[src/shared/spgc_map.vh]
`ifndef SPGC_MAP_VH
`define SPGC_MAP_VH
`define SPGC_ADDR_W 8
`define SPGC_OFF_RESET 8'h08
`define SPGC_OFF_GLOBAL 8'h80
`define SPGC_OFF_TX_SRC 8'ha0
`define SPGC_OFF_RX_SRC 8'hc0
`define SPGC_BIT_SERIAL_RST 0
`define SPGC_BIT_BUFFER_RST 1
`define SPGC_BIT_TX_EN 0
`define SPGC_BIT_RX_EN 1
`define SPGC_BIT_CLK_RED 4
`define SPGC_BIT_SRC 0
`define SPGC_RST_GLOBAL 5'h00
`define SPGC_RST_SRC 1'b0
`define SPGC_RESET_CYCLES 16
`define SPGC_RESP_OKAY 2'b00
`define SPGC_RESP_SLVERR 2'b10
`endif

[src/core/spgc_top.v]
// Behaviour
// - write one to bit 1 resets buffer/transfer
// - bit 1 reads one until that reset ends
// - bit 0 resets serial unit, reads busy
// - writing zero to reset bits does nothing
// - redundancy zero: common transmit-chosen clock, sync
// - shared mode ignores receive clock settings
// - redundancy one: receive, transmit clocking independent
// - receive enable runs or stops receive side
// - transmit enable runs or stops transmit side
// - source select picks side a or b
// - transmit config writes ignored while transmit enabled
//
// Implementation choice: the AXI4-Lite interface to the registers.
`timescale 1ns/1ps
`include "spgc_map.vh"
`default_nettype none
module spgc_top #(
    parameter RESET_CYCLES = `SPGC_RESET_CYCLES,
    parameter CNT_W = 16
) (
    input wire aclk,
    input wire aresetn,
    input wire [31:0] s_axi_awaddr,
    input wire s_axi_awvalid,
    output reg s_axi_awready,
    input wire [31:0] s_axi_wdata,
    input wire [3:0] s_axi_wstrb,
    input wire s_axi_wvalid,
    output reg s_axi_wready,
    output reg [1:0] s_axi_bresp,
    output reg s_axi_bvalid,
    input wire s_axi_bready,
    input wire [31:0] s_axi_araddr,
    input wire s_axi_arvalid,
    output reg s_axi_arready,
    output reg [31:0] s_axi_rdata,
    output reg [1:0] s_axi_rresp,
    output reg s_axi_rvalid,
    input wire s_axi_rready,
    input wire timing_clock_side_a,
    input wire frame_sync_side_a,
    input wire timing_clock_side_b,
    input wire frame_sync_side_b,
    output reg serial_unit_reset_q,
    output reg buffer_unit_reset_q,
    output reg transfer_unit_reset_q,
    output reg tx_run_q,
    output reg rx_run_q,
    output reg dual_clock_mode_q,
    output reg tx_clk_q,
    output reg tx_fs_q,
    output reg rx_clk_q,
    output reg rx_fs_q,
    output reg tx_clk_rise_q,
    output reg rx_clk_rise_q
);

    localparam [31:0] RST_LOAD_W = RESET_CYCLES;
    localparam [CNT_W-1:0] RST_LOAD = RST_LOAD_W[CNT_W-1:0];

    // exact full-address decode; shared by read and write paths
    function is_reg;
        input [31:0] addr;
        input [7:0] off;
        begin
            is_reg = (addr[31:8] == 24'h000000) && (addr[7:0] == off);
        end
    endfunction

    function is_mapped;
        input [31:0] addr;
        begin
            is_mapped = is_reg(addr, `SPGC_OFF_RESET) || is_reg(addr, `SPGC_OFF_GLOBAL) ||
                        is_reg(addr, `SPGC_OFF_TX_SRC) || is_reg(addr, `SPGC_OFF_RX_SRC);
        end
    endfunction

    reg aw_have_q;
    reg [31:0] aw_addr_q;
    reg w_have_q;
    reg [31:0] w_data_q;
    reg w_strb0_q;
    reg transmit_enable_q;
    reg receive_enable_q;
    reg clock_redundancy_select_q;
    reg transmit_source_select_q;
    reg receive_source_select_q;
    reg serial_busy_q;
    reg buffer_busy_q;
    reg [CNT_W-1:0] serial_cnt_q;
    reg [CNT_W-1:0] buffer_cnt_q;
    reg [1:0] clk_a_s_q;
    reg [1:0] fs_a_s_q;
    reg [1:0] clk_b_s_q;
    reg [1:0] fs_b_s_q;
    wire do_write;
    wire wr_byte0;
    wire tx_clk_d;
    wire tx_fs_d;
    wire rx_clk_d;
    wire rx_fs_d;
    wire rx_side_b;
    reg [31:0] rd_val;

    assign do_write = aw_have_q && w_have_q && !s_axi_bvalid;
    // all fields live in byte lane 0, so only that strobe matters
    assign wr_byte0 = do_write && w_strb0_q;

    // write channel: address and data taken independently, either order
    always @(posedge aclk)
    begin
        if (!aresetn)
        begin
            s_axi_awready <= 1'b0;
            s_axi_wready <= 1'b0;
            s_axi_bvalid <= 1'b0;
            s_axi_bresp <= `SPGC_RESP_OKAY;
            aw_have_q <= 1'b0;
            aw_addr_q <= 32'h00000000;
            w_have_q <= 1'b0;
            w_data_q <= 32'h00000000;
            w_strb0_q <= 1'b0;
        end
        else
        begin
            if (!aw_have_q && !s_axi_bvalid && !s_axi_awready)
                s_axi_awready <= 1'b1;
            if (s_axi_awvalid && s_axi_awready)
            begin
                aw_have_q <= 1'b1;
                aw_addr_q <= s_axi_awaddr;
                s_axi_awready <= 1'b0;
            end
            if (!w_have_q && !s_axi_bvalid && !s_axi_wready)
                s_axi_wready <= 1'b1;
            if (s_axi_wvalid && s_axi_wready)
            begin
                w_have_q <= 1'b1;
                w_data_q <= s_axi_wdata;
                w_strb0_q <= s_axi_wstrb[0];
                s_axi_wready <= 1'b0;
            end
            if (do_write)
            begin
                aw_have_q <= 1'b0;
                w_have_q <= 1'b0;
                s_axi_bvalid <= 1'b1;
                s_axi_bresp <= is_mapped(aw_addr_q) ? `SPGC_RESP_OKAY : `SPGC_RESP_SLVERR;
            end
            if (s_axi_bvalid && s_axi_bready)
                s_axi_bvalid <= 1'b0;
        end
    end

    // control fields
    always @(posedge aclk)
    begin
        if (!aresetn)
        begin
            transmit_enable_q <= 1'b0;
            receive_enable_q <= 1'b0;
            clock_redundancy_select_q <= 1'b0;
            transmit_source_select_q <= `SPGC_RST_SRC;
            receive_source_select_q <= `SPGC_RST_SRC;
        end
        else if (wr_byte0)
        begin
            if (is_reg(aw_addr_q, `SPGC_OFF_GLOBAL))
            begin
                transmit_enable_q <= w_data_q[`SPGC_BIT_TX_EN];
                receive_enable_q <= w_data_q[`SPGC_BIT_RX_EN];
                clock_redundancy_select_q <= w_data_q[`SPGC_BIT_CLK_RED];
            end
            // source is transmit configuration: locked while transmit is enabled
            if (is_reg(aw_addr_q, `SPGC_OFF_TX_SRC) && !transmit_enable_q)
            begin
                transmit_source_select_q <= w_data_q[`SPGC_BIT_SRC];
            end
            if (is_reg(aw_addr_q, `SPGC_OFF_RX_SRC))
            begin
                receive_source_select_q <= w_data_q[`SPGC_BIT_SRC];
            end
        end
    end

    // self-clearing unit resets; a new one-write restarts the count
    always @(posedge aclk)
    begin
        if (!aresetn)
        begin
            serial_busy_q <= 1'b0;
            buffer_busy_q <= 1'b0;
            serial_cnt_q <= {CNT_W{1'b0}};
            buffer_cnt_q <= {CNT_W{1'b0}};
        end
        else
        begin
            if (serial_busy_q)
            begin
                serial_cnt_q <= serial_cnt_q - 1'b1;
                if (serial_cnt_q == {{(CNT_W-1){1'b0}}, 1'b1})
                    serial_busy_q <= 1'b0;
            end
            if (buffer_busy_q)
            begin
                buffer_cnt_q <= buffer_cnt_q - 1'b1;
                if (buffer_cnt_q == {{(CNT_W-1){1'b0}}, 1'b1})
                    buffer_busy_q <= 1'b0;
            end
            // zero bits are simply not acted on
            if (wr_byte0 && is_reg(aw_addr_q, `SPGC_OFF_RESET))
            begin
                if (w_data_q[`SPGC_BIT_SERIAL_RST])
                begin
                    serial_busy_q <= 1'b1;
                    serial_cnt_q <= RST_LOAD;
                end
                if (w_data_q[`SPGC_BIT_BUFFER_RST])
                begin
                    buffer_busy_q <= 1'b1;
                    buffer_cnt_q <= RST_LOAD;
                end
            end
        end
    end

    always @*
    begin
        rd_val = 32'h00000000;
        if (is_reg(s_axi_araddr, `SPGC_OFF_RESET))
        begin
            rd_val[`SPGC_BIT_SERIAL_RST] = serial_busy_q;
            rd_val[`SPGC_BIT_BUFFER_RST] = buffer_busy_q;
        end
        else if (is_reg(s_axi_araddr, `SPGC_OFF_GLOBAL))
        begin
            rd_val[`SPGC_BIT_TX_EN] = transmit_enable_q;
            rd_val[`SPGC_BIT_RX_EN] = receive_enable_q;
            rd_val[`SPGC_BIT_CLK_RED] = clock_redundancy_select_q;
        end
        else if (is_reg(s_axi_araddr, `SPGC_OFF_TX_SRC))
            rd_val[`SPGC_BIT_SRC] = transmit_source_select_q;
        else if (is_reg(s_axi_araddr, `SPGC_OFF_RX_SRC))
            rd_val[`SPGC_BIT_SRC] = receive_source_select_q;
    end

    // read channel: one outstanding read, answer the cycle after arready
    always @(posedge aclk)
    begin
        if (!aresetn)
        begin
            s_axi_arready <= 1'b0;
            s_axi_rvalid <= 1'b0;
            s_axi_rdata <= 32'h00000000;
            s_axi_rresp <= `SPGC_RESP_OKAY;
        end
        else
        begin
            if (!s_axi_rvalid && !s_axi_arready)
                s_axi_arready <= 1'b1;
            if (s_axi_arvalid && s_axi_arready)
            begin
                s_axi_arready <= 1'b0;
                s_axi_rvalid <= 1'b1;
                s_axi_rdata <= rd_val;
                s_axi_rresp <= is_mapped(s_axi_araddr) ? `SPGC_RESP_OKAY : `SPGC_RESP_SLVERR;
            end
            if (s_axi_rvalid && s_axi_rready)
                s_axi_rvalid <= 1'b0;
        end
    end

    // pins are asynchronous; stage 0 feeds only stage 1
    always @(posedge aclk)
    begin
        if (!aresetn)
        begin
            clk_a_s_q <= 2'b00;
            fs_a_s_q <= 2'b00;
            clk_b_s_q <= 2'b00;
            fs_b_s_q <= 2'b00;
        end
        else
        begin
            clk_a_s_q <= {clk_a_s_q[0], timing_clock_side_a};
            fs_a_s_q <= {fs_a_s_q[0], frame_sync_side_a};
            clk_b_s_q <= {clk_b_s_q[0], timing_clock_side_b};
            fs_b_s_q <= {fs_b_s_q[0], frame_sync_side_b};
        end
    end

    assign tx_clk_d = transmit_source_select_q ? clk_b_s_q[1] : clk_a_s_q[1];
    assign tx_fs_d = transmit_source_select_q ? fs_b_s_q[1] : fs_a_s_q[1];
    // shared mode: receive follows the transmit choice, its own select unused
    assign rx_side_b = clock_redundancy_select_q ? receive_source_select_q
                                                 : transmit_source_select_q;
    assign rx_clk_d = rx_side_b ? clk_b_s_q[1] : clk_a_s_q[1];
    assign rx_fs_d = rx_side_b ? fs_b_s_q[1] : fs_a_s_q[1];

    always @(posedge aclk)
    begin
        if (!aresetn)
        begin
            serial_unit_reset_q <= 1'b0;
            buffer_unit_reset_q <= 1'b0;
            transfer_unit_reset_q <= 1'b0;
            tx_run_q <= 1'b0;
            rx_run_q <= 1'b0;
            dual_clock_mode_q <= 1'b0;
            tx_clk_q <= 1'b0;
            tx_fs_q <= 1'b0;
            rx_clk_q <= 1'b0;
            rx_fs_q <= 1'b0;
            tx_clk_rise_q <= 1'b0;
            rx_clk_rise_q <= 1'b0;
        end
        else
        begin
            serial_unit_reset_q <= serial_busy_q;
            buffer_unit_reset_q <= buffer_busy_q;
            transfer_unit_reset_q <= buffer_busy_q;
            // neither side runs while the serial unit is held in reset, even if enabled; buffer reset does not stop them
            tx_run_q <= transmit_enable_q && !serial_busy_q;
            rx_run_q <= receive_enable_q && !serial_busy_q;
            dual_clock_mode_q <= clock_redundancy_select_q;
            tx_clk_q <= tx_clk_d;
            tx_fs_q <= tx_fs_d;
            rx_clk_q <= rx_clk_d;
            rx_fs_q <= rx_fs_d;
            // the registered clock already holds the previous sample, no extra stage
            tx_clk_rise_q <= tx_clk_d && !tx_clk_q;
            rx_clk_rise_q <= rx_clk_d && !rx_clk_q;
        end
    end

endmodule // spgc_top
`default_nettype wire

[config.mk]
export PLATFORM = sky130hd
export DESIGN_NAME = spgc_top
export DESIGN_NICKNAME = d
export VERILOG_FILES = /design/src/core/spgc_top.v
export VERILOG_INCLUDE_DIRS = /design/src /design/src/shared
export SDC_FILE = /design/constraint.sdc
export NUM_CORES = 1
export LEC_CHECK = 0
export BUFFER_PORTS_ARGS = -buffer_cell sky130_fd_sc_hd__buf_2
export CORE_ASPECT_RATIO = 0.6
export CORE_UTILIZATION = 50
export CTS_BUF_LIST = sky130_fd_sc_hd__clkbuf_8
export DETAILED_ROUTE_END_ITERATION = 12
export PLACE_DENSITY = 0.81
export SLEW_MARGIN = 20
export SYNTH_ARGS = -nofsm -noshare
export SYNTH_HDL_FRONTEND = slang
export SYNTH_SLANG_ARGS = --single-unit
export TNS_END_PERCENT = 30
[constraint.sdc]
create_clock -name aclk -period 2.35 [get_ports aclk]
set_input_delay 0.47 -clock aclk [delete_from_list [all_inputs] [get_ports aclk]]
set_output_delay 0.47 -clock aclk [all_outputs]
set_load 0.01 [all_outputs]
# [Yosys cells after proc, flatten, opt, wreduce, memory -nomap -nowiden]
# Cells that the tools add are included.
[word_totals] regBits=110 output_inout_bits=53 elab_cells=133
[op_classes] add_sub_neg=2 eq_ne=10 mux=28 bitwise=1 reduce_logical=55
[op_table] cell="16-bit two-way mux" count=6
[op_table] cell="8-bit equality test, second input constant" count=6
[op_table] cell="24-bit zero test" count=2
[op_table] cell="16-bit by 1-bit equality test with 1-bit output, second input constant" count=2
[op_table] cell="16-bit by 1-bit subtractor with 16-bit output, second input constant" count=2
[op_table] cell="1-bit logical AND" count=27
[op_table] cell="1-bit two-way mux" count=19
[op_table] cell="8-bit by 4-bit equality test with 1-bit output, second input constant" count=2
[op_table] cell="2-bit OR reduction" count=6
[op_table] cell="1-bit zero test" count=11
[op_table] cell="1-bit logical OR" count=6
[op_table] cell="2-bit two-way mux" count=3
[op_table] cell="2-bit AND reduction" count=3
[op_table] cell="1-bit NOT" count=1

# [Depth between registers and ports, before layout]
# Gate-level depths: netlist of run 1.
[logic_depth] ltp_word=6 mapped_depth=6 depth_no_buf=6

# [Worst setup path after synthesis of run 1]
# OpenSTA, ideal clock, no wires.
[synth_path] kind="register to register" start="register serial_cnt_q[5]" end="register serial_cnt_q[14]" setup_time_ns=0.086 t_arrival_ns=1.890 t_required_ns=2.264 setup_slack_ns=0.374 stages_incl_launch_ff=5 n_path_buf=0 synth_period_minus_slack_ns=1.976 path_cell_list="dfxtp_1 or4_4 or3_1 or4_1 a211oi_1"
[synth_via] elab_chain_len=4
[synth_lines] element="from (decl)" line="spgc_top.v:91" rtl="reg [CNT_W-1:0] serial_cnt_q;"
[synth_lines] element="from (signal assigned)" line="spgc_top.v:194" rtl="serial_cnt_q <= {CNT_W{1'b0}};"
[synth_lines] element="from (signal assigned)" line="spgc_top.v:201" rtl="serial_cnt_q <= serial_cnt_q - 1'b1;"
[synth_lines] element="16-bit by 1-bit subtractor with 16-bit output *" line="spgc_top.v:201"
[synth_lines] element="16-bit two-way mux *" line="spgc_top.v:199" rtl="if (serial_busy_q)"
[synth_lines] element="16-bit two-way mux" line="spgc_top.v:214" rtl="if (w_data_q[`SPGC_BIT_SERIAL_RST])"
[synth_lines] element="16-bit two-way mux *" line="spgc_top.v:212" rtl="if (wr_byte0 && is_reg(aw_addr_q, `SPGC_OFF_RESET))"
# Mark *: on every way between the ends. The rest lies on a longest branch, timed or not.
# A chain may end at the register's enable or synchronous reset.

# [Worst setup path in the final report of run 1]
# Same ends and word-level chain as after synthesis.

==> results.ini, run 1 <==
[place]
io_buffers=100
post-dp-hpwl_microns=7492
place_congestion=0.7888

[sta]
post-route-min-period_ps=2151
period_share=0.9154
fmax_mhz=464.9
finalHoldViolCount=0
fin_skew_ps=10.42
relSlewSlack=0.6651
setup_viol=0
worstMarginPinSlew_ps=497.7
final_max_slew_viol_count=0
finalSetupTns_ps=0
rsz0062_at_grt=no

[pwr]
power.leakage_nw=2.115
p_int_mw=2.388
p_comb_frac=0.091
pwr_density_cell_nw_per_um2=619.7
p_seq_frac=0.581
switching_share=0.2638
clkPwrFrac=0.327
irDropWorstVdd_mv=0.3129
switchingPower_uw=855.7

[cts]
clkSlewWorstSetupHoldPaths_ps=100
clockBufferDepth=2
holdBufCountCts=0
cts_sinks=106
cts_resized=0
root_buffer=clkbuf_8
tritoncts=done
clkLatencyLatePin_ps=370
htree_levels=3
cts_setup_buffers=0
cts_buffers=9

[outcome]
outcome=finished, final reports clean

[floorplanning]
dieArea_sq_um=9427
die_h_microns=75.61
fp-row-count=26
core_sq_um=8621
initial_core_util=0.5238
ioPinCount=164
die_w_microns=124.7

[synth]
synth_area_sq_um=4516
synthFlopType=dfxtp_1
synth_xor_xnor_area_share=0.04655
synth_edf_count=0
synth_compound_area_frac=0.09532
synth_top_family_by_area=simple AND/OR/NAND/NOR gates
synth_seq_area_share=0.4699
ys_ff_latch=106
avgSynthCellArea_sq_um=8.684
synth.distinct_cells=47
yosys.area_share.simple=0.2707
synth-adder-area-share=0.01108
synth_mux_area_frac=0.02466
async_reset_ff_frac=0
syn_inst=520
yosys_warnings=0

[global_route]
antenna_found_initial=0
grt_pass1_vias=3561
grt_pass1_wl_microns=16800
grt_usage=0.2252
overflow=0
grt_max_degree=66

[critical_path]
worst_ep_arrival_time_ps=2440
crit_fanout=5
end_kind=flip-flop
critPathRequiredTime_ps=2630
worst-setup-path-type=reg -> reg
startpoint_type=flip-flop
reg2regPathDepth=4

[drt]
viasPerCell=5.290
drt_iter0_drc=306
detail_route.wirelength_microns=10230
num_vias=3888
ant_nets=0
drc=0
dr.pass1.iters=4
wl_per_cell_microns=13.92

[run]
cap_violations=0

[final_layout]
layout-drive-gt1-share=0.2215
area_delta_synth_final_pct=15.90
layout.nets=733
final_core_util=0.6071
num_antenna_cells=0

[hold_path]
hold_depth=2
hp-class=in -> reg

## registers in the layout, indices dropped and copies added (netlist names), 3 cells and up
signal and flops:
aw_addr_q 32, buffer_cnt_q 16, serial_cnt_q 16, s_axi_rdata 3, w_data_q 3
## worst paths after layout
path,from,to,slack [ps]
setup / recovery,serial_cnt_q[5],serial_cnt_q[14],200
hold / removal,timing_clock_side_b,clk_b_s_q[0],310
setup reg to reg,serial_cnt_q[5],serial_cnt_q[14],200
hold reg to reg,rx_clk_q,rx_clk_rise_q,430
## critical path: stages (launching register included)
cell,delay [ps]
dfxtp_1,370
or4_4,560
or3_1,400
or4_1,490
a211oi_1,260
## placed cells by master, fill, tap and decap left out, types with 10 or more instances in the layout
| cell | instances |
|---|---|
| dfxtp_1 | 106 |
| buf_2 | 100 |
| nand2_1 | 90 |
| a21oi_1 | 43 |
| nor3_1 | 35 |
| conb_1 | 31 |
| nor4_1 | 21 |
| nor2_1 | 16 |
| xor2_1 | 14 |
| and2_1 | 12 |
| buf_4 | 12 |
| nand3_1 | 10 |
| mux2i_1 | 10 |
| xnor2_1 | 10 |
| clkbuf_8 | 10 |
## final cells by class
| class | instances | area [sq um] |
|---|---|---|
| fill | 750 | 3387 |
| timing repair buffer | 113 | 610.6 |
| multi-input combinational | 379 | 2141 |
| clock inverter | 6 | 48.80 |
| clock buffer | 10 | 137.6 |
| sequential | 106 | 2122 |
| tap | 112 | 140.1 |
| inverter | 9 | 33.78 |
## cells in the mapped netlist, types with 6 or more instances
cell,count,area share
inv_1,8,0.0067
dfxtp_1,106,0.47
or4_1,6,0.010
nor3_1,35,0.039
or3_1,8,0.011
and2_1,12,0.017
nand2_1,90,0.075
o21ai_0,7,0.0078
mux2i_1,10,0.022
nor4_1,21,0.029
xor2_1,14,0.027
a21oi_1,43,0.048
buf_4,32,0.053
nor2_1,16,0.013
clkbuf_1,21,0.017
xnor2_1,10,0.019
nand4_1,8,0.011
a211oi_1,6,0.010
nand3_1,10,0.011
## per-stage QoR
step | cells | area [sq um] | hold WS, ps | worst slack, ps | power, mW
2_1_floorplan | 550 | 4628 | 411.9 | 374.5 | 2.127
3_3_place_gp | 719 | 5047 | 403.0 | 312.0 | 2.205
3_5_place_dp | 719 | 5047 | 418.4 | 186.9 | 2.219
4_1_cts | 735 | 5234 | 295.6 | 187.1 | 3.265
5_1_grt | 735 | 5234 | 297.7 | 67.96 | 3.380
6_report | 735 | 5234 | 313.2 | 198.8 | 3.243
## layer usage
layer | vias to the layer above | track usage | part of all wire
met2 | 127 | 0.3646 | 0.45
met4 | 0 | 0.05890 | 0.0077
met5 | - | 0 | 0
li1 | 1934 | - | -
met3 | 9 | 0.05899 | 0.056
met1 | 1818 | 0.3039 | 0.49
## power by group through the flow
stage	clock network [mW]	registers, mW	logic [mW]
after floorplan	0	1.92	0.209
after global placement	0	1.92	0.284
after detailed placement	0	1.93	0.294
after CTS	1.09	1.88	0.295
after global routing	1.16	1.89	0.332
final	1.06	1.89	0.296
## cell families (layout without fill, tap and decap cells)
family	after synthesis	in the layout
adder cells (fa/ha/maj)	4	4
other	1	31
flip-flops	106	106
multiplexers	11	11
AND/OR/NAND/NOR	236	236
buffers and inverters	65	138
XOR/XNOR	24	24
AO/OA/AOI/OAI	73	73
Power figures use the tool's default switching activity.
==> inputs of run 2 (changes only) <==
Settings changed: ABC_AREA set to 1, CORE_MARGIN set to 2, PLACE_DENSITY 0.81 to 0.79.
==> run 2 against run 1 <==
Non-clock buffer count down 11; routed wire length is 7.2% higher; synthesized cell count grew 30%; clock power grew 15%.
==> results.ini, run 2 <==
[synth]
yosys.area.top_type=dfxtp_1
synth.distinct_cells=35
synth_area_sq_um=4885
synth_seq_area_share=0.4344
synth_commonest_cells=137 x nor2_1, 106 x dfxtp_1, 87 x nand2_1
syn_inst=674
yosysMostFrequentCell=nor2_1
synthTopCellsByArea=dfxtp_1 43%, nor2_1 11%, nand2_1 6.7%, inv_1 6.6%, buf_4 5.1%
ys_ff_latch=106
synth.top_cell.area_share=0.4344
yosys_warnings=0
synthFlopType=dfxtp_1
synth_edf_count=0
async_reset_ff_frac=0
avgSynthCellArea_sq_um=7.247

[place]
io_buffers=100
place_congestion=0.8176
post-dp-hpwl_microns=8357

[final_layout]
layout-drive-gt1-share=0.1839
area_delta_synth_final_pct=14.19
final_common_cell=nor2_1
nFillCells=856
multiInputGateArea_sq_um=2201
reg_top3=aw_addr_q (32), buffer_cnt_q (16), serial_cnt_q (16)
largest_reg_flops=32
mostFrequentLayoutCells=137 x nor2_1, 106 x dfxtp_1, 100 x buf_2, 88 x inv_1, 87 x nand2_1
seq_area_sq_um=2122
regMostFlops=aw_addr_q
layout.nets=882
num_antenna_cells=0

[critical_path]
critPathRequiredTime_ps=2600
crit_fanout=13
end_kind=flip-flop
cp_slowest_cell=dfxtp_1
worst-setup-path-type=reg -> reg
worst_ep_arrival_time_ps=1910
path_cells=nand4_2 -> nor3_2 -> nand2_1 -> nor2_1 -> xnor2_1 -> nor2_1
crit_buf_inv=0
max_stage_delay_ps=690
startpoint_type=flip-flop
cp_common_cell=nor2_1
critical_path.top_delay_family=simple AND/OR/NAND/NOR gates

[pwr]
power.leakage_nw=2.669
pwr_density_cell_nw_per_um2=622.2
power.total_mw=3.471
irDropWorstVdd_mv=0.4498

[cts]
root_buffer=clkbuf_8
holdBufCountCts=0
cts_resized=0
clockBufferDepth=2
tritoncts=done
cts_setup_buffers=0
cts_sinks=106
clkSlewWorstSetupHoldPaths_ps=90
clkLatencyLatePin_ps=370
htree_levels=3
cts_buffers=9

[global_route]
antenna_found_initial=0
grt_pass1_wl_microns=18530
overflow=0
grt_usage=0.2181
grt_max_degree=63
grt_pass1_vias=4125

[drt]
drt_iter0_drc=255
drc=0
dr.pass1.iters=4
viasPerCell=4.793
num_vias=4323
detail_route.wirelength_microns=10970
wl_per_cell_microns=12.16
ant_nets=0

[floorplanning]
fp-row-count=27
dieArea_sq_um=10600
initial_core_util=0.5239
die_h_microns=80.56
ioPinCount=164
die_w_microns=131.6
core_sq_um=9324

[sta]
rsz0062_at_grt=no
worstMarginPinSlew_ps=569.3
fin_skew_ps=11.34
finalSetupTns_ps=0
setup_viol=0
period_share=0.7038
relSlewSlack=0.6205
fmax_mhz=604.6
post-route-min-period_ps=1654
finalHoldViolCount=0
final_max_slew_viol_count=0

[outcome]
outcome=finished, final reports clean

[hold_path]
hp-class=in -> reg

[run]
cap_violations=0

-- run 2: changes by cell type after synthesis, moves of 8 or more --
cell	previous run	this run
clkbuf_1	21	11
o21ai_0	7	46
nor3_1	35	14
or3_1	8	0
and2_1	12	0
nand3_1	10	36
inv_1	8	86
nor4_1	21	3
mux2i_1	10	0
nor2_1	16	137
-- run 2: final cells by class --
cell class	count	share of cell area
inverters	92	0.06191
clock inverters	6	0.01458
multi-input cells	456	0.3946
flip-flops and latches	106	0.3804
well taps	130	0.02916
repair buffers	102	0.09466
clock buffers	10	0.02467
-- run 2: kinds of logic after synthesis --
kind of cell,count (synthesis),synth area share
other,1,0.0007677
AND/OR/NAND/NOR,306,0.2759
buffers and inverters,142,0.1381
adder cells (fa/ha/maj),4,0.01025
XOR/XNOR,26,0.04662
AO/OA/AOI/OAI,89,0.09401
flip-flops,106,0.4344
-- run 2: worst reg2reg max path: stages (launching register included) --
cell and delay, ps:
dfxtp_1 690, nand4_2 260, nor3_2 210, nand2_1 70, nor2_1 120, xnor2_1 140, nor2_1 50
-- run 2: final timing paths --
kind | startpoint | to | slack [ps] | cells past startpoint
max | serial_busy_q | serial_cnt_q[10] | 700 | 6
max reg2reg | serial_busy_q | serial_cnt_q[10] | 700 | 6
min | s_axi_rready | s_axi_rvalid | 270 | 2
min reg2reg | clk_a_s_q[0] | clk_a_s_q[1] | 420 | 2
-- run 2: power by group --
part / internal, mW / switching (mW) / total [mW] / leakage (nW)
logic: 0.133 / 0.221 / 0.354 / 1.69
registers: 1.86 / 0.0355 / 1.90 / 0.864
clock network: 0.624 / 0.593 / 1.22 / 0.119
total: 2.62 / 0.850 / 3.47 / 2.67
-- run 2: metrics by stage --
| stage | std cells | hold WS (ps) | util | instance area, sq um | setup slack (ps) |
|---|---|---|---|---|---|
| detailed placement | 886 | 400.1 | 0.5747 | 5359 | 607.3 |
| CTS | 902 | 250.0 | 0.5982 | 5578 | 682.4 |
| floorplan | 704 | 390.5 | - | 4997 | 904.3 |
| finish | 902 | 267.4 | 0.5982 | 5578 | 696.1 |
| global route | 902 | 252.7 | 0.5982 | 5578 | 522.4 |
| global placement | 886 | 396.2 | 0.5747 | 5359 | 673.3 |
-- run 2: routing by layer --
metal / vias up / wire, microns / GRT usage
met1: 1968 / 5282 / 0.2842
li1: 2228 / - / -
met3: 4 / 767 / 0.05934
met5: - / 0 / 0
met2: 123 / 4877 / 0.3597
met4: 0 / 41 / 0.05870
==> inputs of run 3 (changes only) <==
Settings changed: ABC_AREA 1 to 0, CORE_UTILIZATION 50 to 46, PLACE_DENSITY 0.79 to 0.78.
Clock period 2.35 ns to 1.4 ns, I/O delays scaled along.
==> run 3 against run 2 <==
The run now ends with setup timing left; combinational power up 84%; critical path depth is 2 lower; global-route usage about the same; first-iteration DRC count increased by 7.1%; highest routed layer unchanged; routed wire length grew 8.1%; flip-flop and latch count did not move; final cell count down 8.5%.
==> results.ini, run 3 (same netlist as run 1, synthesis figures left out) <==
[cts]
clkLatencyLatePin_ps=380
cts_buffers=9
cts_sinks=106
htree_levels=3
clockBufferDepth=2
tritoncts=done
clkSlewWorstSetupHoldPaths_ps=110
root_buffer=clkbuf_8
holdBufCountCts=0

[final_layout]
mostFrequentLayoutCells=100 x dfxtp_1, 100 x buf_2, 90 x nand2_1, 73 x buf_4, 43 x a21oi_1
reg_top3=aw_addr_q (32), buffer_cnt_q (16), serial_cnt_q (16)
layout-drive-gt1-share=0.3568
final_area_sq_um=6135
area_delta_synth_final_pct=35.85
multiInputGateArea_sq_um=2355
largest_reg_flops=32
seq_area_sq_um=2130
nFillCells=734
layout.nets=805
regMostFlops=aw_addr_q
num_antenna_cells=0

[drt]
drc=0
drt_iter0_drc=273
dr.pass1.iters=4
detail_route.wirelength_microns=11860
wl_per_cell_microns=14.37
ant_nets=0
num_vias=4261
viasPerCell=5.165

[pwr]
power.leakage_nw=2.558
pwr_density_cell_nw_per_um2=918.1
irDropWorstVdd_mv=0.5186

[global_route]
overflow=0
antenna_found_initial=0
grt_pass1_wl_microns=18580
grt_max_degree=80
grt_usage=0.2178
grt_pass1_vias=4058

[sta]
post-route-min-period_ps=1859
rsz0062_at_grt=yes
finalHoldViolCount=0
period_share=1.328
final_max_slew_viol_count=0
fmax_mhz=537.9
setup_viol=40
hold_ws_ps=102.3
fin_skew_ps=7.594
setup_ws_ps=-459.1

[floorplanning]
core_sq_um=9358
dieArea_sq_um=10650
die_h_microns=80.75
initial_core_util=0.4826
ioPinCount=164
die_w_microns=131.9
fp-row-count=27

[critical_path]
cp_slowest_cell=or4_4
worst_ep_arrival_time_ps=2170
end_kind=flip-flop
worst-setup-path-type=reg -> reg
path_cells=or4_4 -> or3_4 -> or4_4 -> a211oi_2
startpoint_type=flip-flop
crit_fanout=2
cp_common_cell=or4_4
max_stage_delay_ps=520
critPathRequiredTime_ps=1710

[run]
cap_violations=0

[place]
post-place-ws_ps=-446.4
place_area_sq_um=5640
post-dp-hpwl_microns=8116
place_congestion=0.7921
io_buffers=100

[outcome]
violations=setup timing
outcome=finished, violations left

[hold_path]
hp-class=in -> reg

## run 3: cell types whose count changed in the layout (fill, tap and decap cells not counted), moves of 7 or more
cell and change:
nor2_1 -121, inv_1 -80, buf_4 +72, o21ai_0 -39, nand3_1 -27, and2_1 +12
mux2i_1 +10, nor3_1 +9, nor4_1 +9, nor4_2 +7
## run 3: path summary, 6_finish.rpt
| check | start | to | slack [ps] | cells after the start |
|---|---|---|---|---|
| min | frame_sync_side_b | fs_b_s_q[0] | 100 | 2 |
| max reg2reg | serial_cnt_q[8] | serial_cnt_q[14] | -460 | 4 |
| max | serial_cnt_q[8] | serial_cnt_q[14] | -460 | 4 |
| min reg2reg | rx_clk_q | rx_clk_rise_q | 430 | 1 |
## run 3: final cells by class
type,count,area share
clock inverter,7,0.009994
tap,130,0.02651
timing repair buffer,185,0.2068
sequential,106,0.3471
inverter,9,0.005507
clock buffer,9,0.02019
multi-input combinational,379,0.3838
## run 3: critical path, delay by kind of cell (launching register included)
| family | cells | cell delay [ps] |
|---|---|---|
| compound gates | 1 | 180 |
| flops | 1 | 330 |
| simple gates | 3 | 1280 |
## run 3: where the power goes
group	internal [mW]	switching (mW)
clock	0.681	1.13
combinational	0.303	0.350
sequential	3.10	0.0653
## run 3: per-stage QoR
step / power [mW] / std cells / setup TNS (ps) / utilization
final: 5.632 / 825 / -12360 / 0.6556
after global routing: 5.868 / 825 / -14840 / 0.6556
after CTS: 5.629 / 822 / -11890 / 0.6433
after detailed placement: 3.790 / 801 / -11830 / 0.6028
after global placement: 3.766 / 801 / -10360 / 0.6028
after floorplan: 3.581 / 550 / -12520 / -
## run 3: timing repair
| action | 4_1_cts | 5_1_grt |
|---|---|---|
| resized for setup | 22 | 15 |
| buffers inserted | 3 | 3 |
| setup endpoints to repair | 40 | 41 |
| gates cloned | 2 | 0 |
| endpoints found under the hold margin | 0 | 0 |
| pin swaps | 7 | 5 |
## run 3: routing by layer
metal	up-vias	wire length, microns	track usage
met5	-	0	0
met4	0	174	0.07391
met3	15	580	0.05556
met2	120	5513	0.3604
met1	2038	5586	0.2817
li1	2088	-	-
